$ cat src/ilpc_consts.svh
// Behaviour
// [RL1] Global enable one accepts maskable sources; zero disables all but source 0.
// [RL2] With global enable zero, source 0 interrupts but never wakes from low power.
// [RL3] Source 0 request is latched; latch clears when its service routine begins.
// [RL4] Source 1: level select one gives level, zero gives falling edge detection.
// [RL5] Source 2 always edge detected; polarity bit one rising, zero falling.
// [RL6] Sources 3 and 4 are level sensitive with no storage.
// [RL7] An edge sets a latch held until its service routine starts.
// [RL8] Multiple edges before service leave only one pending request.
// [RL9] Level requester must hold line low when sampled after an instruction.
// [RL10] Requests tested after each instruction; acceptance replaces next instruction.
// [RL11] Entry: switch flags, push PC, inhibit maskables, clear latch, load vector.
// [RL12] Three carry/zero flag sets: normal, interrupt, non-maskable, auto selected.
// [RL13] Return restores previous flag set and pops saved PC.
// [RL14] Option register write-only, resets zero; bit 7 and bits 3..0 unused.
// [RL15] Routing: converter 4, timer/oscillator 3, port pins 2, serial 1, supervisor 0.
// [RL16] WAIT halts instructions only; clock, peripherals and state keep running.
// [RL17] Leaving WAIT by interrupt adds no stabilisation delay.
// [RL18] STOP only while watchdog disabled; oscillator halts until interrupt or reset.
// [RL19] Leaving STOP by interrupt inserts oscillator stabilisation delay.
// [RL20] Reset during low power runs normal reset, not interrupt resume.
// [RL21] Fixed priority source 1 highest; source 0 pre-empts; maskables never nest.
// [RL22] With watchdog active, STOP behaves as WAIT.
// [RL23] WAIT or STOP ignored when an enabled request is already pending.
// [RL24] STOP exit delay length is a parameter in oscillator cycles.
`ifndef ILPC_CONSTS_SVH
`define ILPC_CONSTS_SVH
`define ILPC_ADDR_OPTION 8'hC8
`define ILPC_ADDR_STATUS 8'hCC
`define ILPC_ADDR_CORE 8'hD0
`define ILPC_OPT_RESET 8'h00
`define ILPC_BIT_LES 6
`define ILPC_BIT_ESB 5
`define ILPC_BIT_GEN 4
`define ILPC_VEC_SRC0 12'hFFC
`define ILPC_VEC_SRC1 12'hFF6
`define ILPC_VEC_SRC2 12'hFF4
`define ILPC_VEC_SRC3 12'hFF2
`define ILPC_VEC_SRC4 12'hFF0
`define ILPC_STOP_DELAY 16
`endif

$ cat src/ilpc_pkg.sv
package ilpc_pkg;
   typedef enum logic [1:0] {
      ILPC_FS_NORMAL = 2'b00,
      ILPC_FS_IRQ = 2'b01,
      ILPC_FS_NMI = 2'b10
   } ilpc_flagset_e;
   typedef enum logic [1:0] {
      ILPC_PM_RUN = 2'b00,
      ILPC_PM_WAIT = 2'b01,
      ILPC_PM_STOP = 2'b10,
      ILPC_PM_STAB = 2'b11
   } ilpc_pmode_e;
   typedef struct packed {
      logic instr_end;
      logic wait_exec;
      logic stop_exec;
      logic return_from_irq_exec;
      logic cf_in;
      logic zf_in;
      logic flag_wr;
   } ilpc_core_s;
   typedef struct packed {
      logic adc_eoc;
      logic timer_ovf;
      logic lfo_event;
      logic port_irq_n;
      logic spi_eot_n;
      logic pss_irq_n;
   } ilpc_src_s;
endpackage : ilpc_pkg

$ cat src/ilpc_ctrl.sv
// Chosen here: the APB interface to the registers.
`timescale 1ns/1ps
`include "ilpc_consts.svh"
module ilpc_ctrl #(
   parameter int STOP_DELAY = `ILPC_STOP_DELAY
) (
   input wire logic pclk,
   input wire logic presetn,
   input wire logic clk_en,
   input wire logic psel,
   input wire logic penable,
   input wire logic pwrite,
   input wire logic [7:0] paddr,
   input wire logic [31:0] pwdata,
   output logic [31:0] prdata,
   output logic pready,
   output logic pslverr,
   input wire ilpc_pkg::ilpc_src_s src,
   input wire ilpc_pkg::ilpc_core_s core,
   input wire logic [11:0] pc_in,
   input wire logic watchdog_active,
   output logic irq_take,
   output logic [11:0] vector_reg,
   output logic [11:0] pc_reg,
   output logic push_reg,
   output logic pop_reg,
   output logic cf_reg,
   output logic zf_reg,
   output logic core_halt_reg,
   output logic osc_run_reg
);
   // ********************************************************************
   // Input synchronisation
   // ********************************************************************
   logic [5:0] s1, s2, s3, srcf;
   logic osc_on;
   assign osc_on = osc_run_reg;
   always_ff @(posedge pclk or negedge presetn) begin
      if (!presetn) begin
         // Reset to the idle level of each pin, so no false edge follows.
         s1 <= 6'h07;
         s2 <= 6'h07;
         s3 <= 6'h07;
         srcf <= 6'h07;
      end else if (clk_en) begin
         s1 <= {src.adc_eoc, src.timer_ovf, src.lfo_event, src.port_irq_n,
                src.spi_eot_n, src.pss_irq_n};
         s2 <= s1;
         s3 <= s2;
         for (int i = 0; i < 6; i++) begin
            if (s2[i] == s3[i]) begin
               srcf[i] <= s2[i];
            end
         end
      end
   end
   // Sources 3 and 4 are active high from peripherals; made active low here.
   logic src0_n, src1_n, src2_n, src3_n, src4_n;
   assign src0_n = srcf[0];
   assign src1_n = srcf[1];
   assign src2_n = srcf[2];
   assign src3_n = ~(srcf[3] | srcf[4]); // see [RL15]
   assign src4_n = ~srcf[5]; // see [RL15]

   // ********************************************************************
   // Option register and APB
   // ********************************************************************
   logic [7:0] irq_option_reg;
   logic global_irq_enable, src1_level_select, src2_edge_polarity;
   logic wr_acc, rd_acc;
   assign wr_acc = psel & penable & pwrite & clk_en;
   assign rd_acc = psel & penable & ~pwrite & clk_en;
   assign global_irq_enable = irq_option_reg[`ILPC_BIT_GEN];
   assign src1_level_select = irq_option_reg[`ILPC_BIT_LES];
   assign src2_edge_polarity = irq_option_reg[`ILPC_BIT_ESB];

   function automatic logic addr_ok(input logic [7:0] a);
      addr_ok = (a == `ILPC_ADDR_OPTION) || (a == `ILPC_ADDR_STATUS) ||
                (a == `ILPC_ADDR_CORE);
   endfunction : addr_ok

   always_ff @(posedge pclk or negedge presetn) begin
      if (!presetn) begin
         irq_option_reg <= `ILPC_OPT_RESET; // see [RL14]
      end else if (wr_acc && paddr == `ILPC_ADDR_OPTION) begin
         irq_option_reg <= pwdata[7:0] & 8'h70; // see [RL14]
      end
   end

   logic [1:0] fset;
   logic [1:0] pmode;
   logic [5:0] pend;
   always_ff @(posedge pclk or negedge presetn) begin
      if (!presetn) begin
         prdata <= 32'h0;
         pready <= 1'b0;
         pslverr <= 1'b0;
      end else if (clk_en) begin
         pready <= psel & ~penable;
         pslverr <= psel & ~penable & ~addr_ok(paddr);
         prdata <= 32'h0;
         if (psel && !penable && !pwrite) begin
            // The option register reads as zero since it is write-only.
            if (paddr == `ILPC_ADDR_STATUS) begin
               prdata <= {26'h0, pend};
            end else if (paddr == `ILPC_ADDR_CORE) begin
               prdata <= {28'h0, fset, pmode};
            end
         end
      end
   end

   // ********************************************************************
   // Request detection
   // ********************************************************************
   logic src0_d, src1_d, src2_d;
   logic lat0, lat1, lat2;
   logic in_irq, in_nmi;
   logic ack0, ack1, ack2;
   logic rise2, fall2, fall1, fall0;
   assign fall0 = src0_d & ~src0_n;
   assign fall1 = src1_d & ~src1_n;
   assign rise2 = ~src2_d & src2_n;
   assign fall2 = src2_d & ~src2_n;

   always_ff @(posedge pclk or negedge presetn) begin
      if (!presetn) begin
         src0_d <= 1'b1;
         src1_d <= 1'b1;
         src2_d <= 1'b1;
      end else if (clk_en) begin
         src0_d <= src0_n;
         src1_d <= src1_n;
         src2_d <= src2_n;
      end
   end

   // Set beats the clear so an edge arriving at service start is not lost.
   always_ff @(posedge pclk or negedge presetn) begin
      if (!presetn) begin
         lat0 <= 1'b0;
         lat1 <= 1'b0;
         lat2 <= 1'b0;
      end else if (clk_en) begin
         if (fall0) begin
            lat0 <= 1'b1; // see [RL3]
         end else if (ack0) begin
            lat0 <= 1'b0; // see [RL3]
         end
         if (!src1_level_select && fall1) begin
            lat1 <= 1'b1; // see [RL4] see [RL7] see [RL8]
         end else if (ack1 || src1_level_select) begin
            lat1 <= 1'b0; // see [RL7]
         end
         if (src2_edge_polarity ? rise2 : fall2) begin
            lat2 <= 1'b1; // see [RL5] see [RL7] see [RL8]
         end else if (ack2) begin
            lat2 <= 1'b0; // see [RL7]
         end
      end
   end

   logic [4:0] req;
   assign req[0] = lat0;
   assign req[1] = src1_level_select ? ~src1_n : lat1; // see [RL4] see [RL9]
   assign req[2] = lat2;
   assign req[3] = ~src3_n; // see [RL6]
   assign req[4] = ~src4_n; // see [RL6]
   assign pend = {req, global_irq_enable};

   logic mask_ok;
   assign mask_ok = global_irq_enable & ~in_irq & ~in_nmi; // see [RL1] see [RL21]
   logic [4:1] mreq;
   assign mreq = req[4:1] & {4{mask_ok}};
   logic nmi_ok;
   assign nmi_ok = req[0] & ~in_nmi; // see [RL21]
   logic any_enabled;
   assign any_enabled = nmi_ok | (|mreq);
   logic wake_ok;
   assign wake_ok = global_irq_enable & (req[0] | (|(req[4:1] &
                    {4{~in_irq & ~in_nmi}}))); // see [RL2]

   function automatic logic [2:0] pick(input logic n, input logic [4:1] m);
      if (n) begin
         pick = 3'd0;
      end else if (m[1]) begin
         pick = 3'd1; // see [RL21]
      end else if (m[2]) begin
         pick = 3'd2;
      end else if (m[3]) begin
         pick = 3'd3;
      end else if (m[4]) begin
         pick = 3'd4;
      end else begin
         pick = 3'd7;
      end
   endfunction : pick

   function automatic logic [11:0] vec_of(input logic [2:0] s);
      case (s)
         3'd0: vec_of = `ILPC_VEC_SRC0;
         3'd1: vec_of = `ILPC_VEC_SRC1;
         3'd2: vec_of = `ILPC_VEC_SRC2;
         3'd3: vec_of = `ILPC_VEC_SRC3;
         default: vec_of = `ILPC_VEC_SRC4;
      endcase
   endfunction : vec_of

   logic [2:0] sel;
   logic take;
   assign sel = pick(nmi_ok, mreq);
   assign take = core.instr_end && pmode == ilpc_pkg::ILPC_PM_RUN &&
                 any_enabled; // see [RL10]
   assign ack0 = take && sel == 3'd0;
   assign ack1 = take && sel == 3'd1;
   assign ack2 = take && sel == 3'd2;

   // ********************************************************************
   // Entry and return sequence, flag sets
   // ********************************************************************
   logic [1:0] prev_fset;
   logic nmi_from_irq;
   always_ff @(posedge pclk or negedge presetn) begin
      if (!presetn) begin
         fset <= ilpc_pkg::ILPC_FS_NORMAL;
         in_irq <= 1'b0;
         in_nmi <= 1'b0;
         nmi_from_irq <= 1'b0;
         irq_take <= 1'b0;
         vector_reg <= 12'h000;
         pc_reg <= 12'h000;
         push_reg <= 1'b0;
         pop_reg <= 1'b0;
      end else if (clk_en) begin
         irq_take <= take; // see [RL10]
         push_reg <= take; // see [RL11]
         pop_reg <= 1'b0;
         if (take) begin
            pc_reg <= pc_in; // see [RL11]
            vector_reg <= vec_of(sel); // see [RL11]
            if (sel == 3'd0) begin
               fset <= ilpc_pkg::ILPC_FS_NMI; // see [RL11] see [RL12]
               in_nmi <= 1'b1;
               nmi_from_irq <= in_irq;
            end else begin
               fset <= ilpc_pkg::ILPC_FS_IRQ; // see [RL12]
               in_irq <= 1'b1; // see [RL11]
            end
         end else if (core.return_from_irq_exec && core.instr_end) begin
            pop_reg <= 1'b1; // see [RL13]
            if (in_nmi) begin
               in_nmi <= 1'b0;
               fset <= nmi_from_irq ? ilpc_pkg::ILPC_FS_IRQ :
                       ilpc_pkg::ILPC_FS_NORMAL; // see [RL13]
            end else begin
               in_irq <= 1'b0;
               fset <= ilpc_pkg::ILPC_FS_NORMAL; // see [RL13]
            end
         end
      end
   end
   assign prev_fset = fset;

   logic [2:0] cfs, zfs;
   always_ff @(posedge pclk or negedge presetn) begin
      if (!presetn) begin
         cfs <= 3'b000;
         zfs <= 3'b000;
      end else if (clk_en && core.flag_wr) begin
         cfs[fset] <= core.cf_in; // see [RL12]
         zfs[fset] <= core.zf_in;
      end
   end
   always_ff @(posedge pclk or negedge presetn) begin
      if (!presetn) begin
         cf_reg <= 1'b0;
         zf_reg <= 1'b0;
      end else if (clk_en) begin
         cf_reg <= cfs[prev_fset]; // see [RL12]
         zf_reg <= zfs[prev_fset];
      end
   end

   // ********************************************************************
   // WAIT and STOP
   // ********************************************************************
   logic [15:0] stab_cnt;
   always_ff @(posedge pclk or negedge presetn) begin
      if (!presetn) begin
         pmode <= ilpc_pkg::ILPC_PM_RUN; // see [RL20]
         stab_cnt <= 16'h0;
         core_halt_reg <= 1'b0;
         osc_run_reg <= 1'b1;
      end else if (clk_en) begin
         case (pmode)
            ilpc_pkg::ILPC_PM_RUN: begin
               if (core.instr_end && !any_enabled) begin // see [RL23]
                  if (core.stop_exec && !watchdog_active) begin
                     pmode <= ilpc_pkg::ILPC_PM_STOP; // see [RL18]
                     core_halt_reg <= 1'b1;
                     osc_run_reg <= 1'b0; // see [RL18]
                  end else if (core.wait_exec || core.stop_exec) begin
                     pmode <= ilpc_pkg::ILPC_PM_WAIT; // see [RL16] see [RL22]
                     core_halt_reg <= 1'b1;
                  end
               end
            end
            ilpc_pkg::ILPC_PM_WAIT: begin
               if (wake_ok) begin
                  pmode <= ilpc_pkg::ILPC_PM_RUN; // see [RL17]
                  core_halt_reg <= 1'b0;
               end
            end
            ilpc_pkg::ILPC_PM_STOP: begin
               if (wake_ok) begin
                  pmode <= ilpc_pkg::ILPC_PM_STAB; // see [RL19]
                  osc_run_reg <= 1'b1;
                  stab_cnt <= 16'(STOP_DELAY); // see [RL24]
               end
            end
            ilpc_pkg::ILPC_PM_STAB: begin
               if (stab_cnt <= 16'h1) begin
                  pmode <= ilpc_pkg::ILPC_PM_RUN; // see [RL19]
                  core_halt_reg <= 1'b0;
               end else begin
                  stab_cnt <= stab_cnt - 16'h1;
               end
            end
            default: pmode <= ilpc_pkg::ILPC_PM_RUN;
         endcase
      end
   end
endmodule : ilpc_ctrl

$ cat config.mk
export PLATFORM = sky130hd
export DESIGN_NAME = ilpc_ctrl
export DESIGN_NICKNAME = d
export VERILOG_FILES = /design/src/ilpc_pkg.sv /design/src/ilpc_ctrl.sv
export VERILOG_INCLUDE_DIRS = /design/src /design/src/src
export SDC_FILE = /design/constraint.sdc
export NUM_CORES = 1
export LEC_CHECK = 0
export BUFFER_PORTS_ARGS = -buffer_cell sky130_fd_sc_hd__buf_2
export CAP_MARGIN = 20
export CORE_MARGIN = 2
export CORE_UTILIZATION = 48
export DETAILED_ROUTE_END_ITERATION = 8
export PLACE_DENSITY = 0.79
export SLEW_MARGIN = 20
export SYNTH_ARGS = -nofsm -noshare
export SYNTH_HDL_FRONTEND = slang
export SYNTH_SLANG_ARGS = --single-unit
$ cat constraint.sdc
create_clock -name pclk -period 6.1 [get_ports pclk]
set_input_delay 0.305 -clock pclk [delete_from_list [all_inputs] [get_ports pclk]]
set_output_delay 0.305 -clock pclk [all_outputs]
set_load 0.05 [all_outputs]
==> results.cfg <==
[outcome]
outcome = finished, final reports clean

[pwr]
p_int_mw = 1.25
leakagePower_nw = 2.32
comb_power_share_pct = 37.7
cellPowerDensity_nw_per_um2 = 434
swShare_pct = 42.3
ir_drop_mv = 0.231
power.share.clock_pct = 19.0
power.switching_uw = 919
pwr-share-seq_pct = 43.3

[hold_path]
min_from = penable
whs_path_depth = 2
hold_path.class = input port to register
whs_endpoint = pready

[flow_run]
cap_violations = 0

[final_layout]
register_area_um2 = 2320
final_nets = 561
layoutNonFillerInstCount = 603
n_antenna_cell = 0
fill_cells = 762
area_growth_pct = 12.2
multi_input_area_um2 = 1860
largest_reg_flops = 16
drive_gt1_share_pct = 33.9
layout_common_cells = buf_2 (79), dfrtp_1 (76), mux2_2 (39), nand2_1 (30)
final_common_cell = buf_2

[sta]
min_period_ps = 2410
tightest_slew_ps = 925
report.final.slew_viol_count = 0
fmax_mhz = 414
timing.hold.ws_ps = 165
fin_crit_sh_pct = 39.6
rsz0062_at_grt = no
setup_slack_ps = 3690
clock_skew_ps = 11.8
fin_tns_setup_ps = 0
hold_viol = 0
setup_violations = 0
slew_headroom_pct = 37.7

[logic_synthesis]
ys_ff_latch = 92
syn_area_um2 = 4460
syn_inst = 417
synth_edf_count = 0
ys_warn_count = 0
synth_cell_types = 57
synthTopCellsByArea = dfrtp_1 (43%), mux2_2 (9.8%), dfstp_2 (9.4%)
ys.flop_type = dfrtp_1
synth-async-reset-ratio_pct = 100
ys_seq_area_share_pct = 52.1
syn_area_per_cell_um2 = 10.7
yosysTopAreaCellShare_pct = 42.6
synth_top_area_cell = dfrtp_1

[clock_tree]
clk_path_buf_depth = 2
cts.sinks = 92
clk_latency_ps = 360
post_cts_buffers = 0
cts_tree = built
cts_hold_buffers = 1
cts-root-buf = clkbuf_8
clk_pin_slew_ps = 90
cts_buffers = 9
cts-resized-gates = 0
htreeDepth = 3

[global_route]
grt_pass1_wl_mm = 15.0
grt_pass1_vias = 3246
grt.overflow.total = 0
antenna_found_initial = 0
grtUsageTotal_pct = 18.7
grt_start_max_net_pins = 56

[critical_path]
reg2reg_to = stab_cnt[9]
critPathRequiredTime_ps = 6330
rr_worst_depth = 5
cp-end-kind = register
critical_path.max_fanout = 17
ff2ff_setup_slack_ps = 3690
timing_worst_setup_path_type = register to register
cp-start-kind = register
cp.arrival_ps = 2640
r2r_start = stab_cnt[13]

[die]
chipWidth_um = 100
dieHeight_um = 100
die_area_um2 = 10100
io_pins = 137
core_area_um2 = 9110
start_util_pct = 49.0
num_rows = 35

[drt]
routedWlPerCell_um = 15.2
ant_nets = 0
drt_wl_total_mm = 9.14
top_layer = met4
drc_errors = 0
wl_met1_mm = 3.91
dr.pass1.iters = 4
vias = 3343
avgViaCountPerCell = 5.54
wl_met3_um = 531
wl_met2_mm = 4.57
first_iter_violations = 198

[place]
placed_cells = 586
gp_congestion = 0.792
portBuffers = 80
pre_cts_ws_ps = 3490
detailed_place_hpwl_mm = 6.59
-- area by class of cell --
cell class                      count  area share (%)
Multi-Input combinational cell    286            37.1
Sequential cell                    92            46.4
Timing Repair Buffer               83            8.55
Inverter                           15            1.13
Clock inverter                      4           0.950
Tap cell                          111            2.77
Clock buffer                       12            3.10
-- power groups by stage --
stage	sequential [mW]	combinational (mW)	clock (mW)
floorplan	1.12	0.482	0
global placement	0.936	0.797	0
detailed placement	0.949	0.822	0
CTS	0.939	0.824	0.423
global route	0.964	0.887	0.450
finish	0.941	0.820	0.412
-- cell families (layout without fill, tap and decap cells) --
kind of cell	after synthesis	after routing	synth area share, %
other	1	27	0.0841
adders and majority gates	2	2	0.561
xor gates and xnor gates	2	2	0.393
AOI/OAI and AO/OA	98	98	14.1
DFF	92	92	52.1
and+or+nand+nor	115	115	13.8
buffers and inverters	65	114	8.50
muxes	42	42	10.5
-- cells in the mapped netlist (4+ instances only) --
| cell type | n |
|---|---|
| a21oi_1 | 25 |
| and2_1 | 4 |
| buf_4 | 35 |
| clkbuf_1 | 10 |
| dfrtp_1 | 76 |
| dfstp_2 | 16 |
| inv_1 | 14 |
| mux2_2 | 39 |
| nand2_1 | 30 |
| nand2b_1 | 5 |
| nand3_1 | 9 |
| nor2_1 | 21 |
| nor3_1 | 8 |
| nor4_1 | 5 |
| o21ai_0 | 27 |
| o31ai_1 | 10 |
| or3_1 | 5 |
| or4_1 | 7 |
| or4_2 | 5 |
-- stage by stage --
stage / util, % / cell area [um^2] / power [mW]
6_report: 54.9 / 5000 / 2.17
5_1_grt: 54.9 / 5000 / 2.30
4_1_cts: 54.9 / 5000 / 2.19
3_5_place_dp: 52.6 / 4790 / 1.77
3_3_place_gp: 52.6 / 4790 / 1.73
2_1_floorplan: - / 4560 / 1.60
-- routing by layer --
layer	track usage, %	vias up
li1	-	1572
met5	0	-
met4	6.22	0
met2	31.6	115
met3	4.32	12
met1	23.6	1644
-- how the worst max path moves through the flow --
stage | from | to | slack (ps) | depth (start not counted)
after detailed placement | clk_en | irq_option_reg[4] | 3490 | 6
after global routing | stab_cnt[13] | stab_cnt[11] | 3480 | 5
after floorplan | stab_cnt[4] | stab_cnt[10] | 3930 | 5
after global placement | clk_en | irq_option_reg[5] | 3570 | 6
after CTS | stab_cnt[13] | stab_cnt[11] | 3680 | 5
final | stab_cnt[13] | stab_cnt[9] | 3690 | 5
-- critical path, cell delays in order, from the launching register on --
cell and delay, ps:
dfrtp_1 420, or4_1 560, or3_1 480, o21ai_2 540
or4_2 220, a21oi_1 60
(Power assumes the default switching activity.)
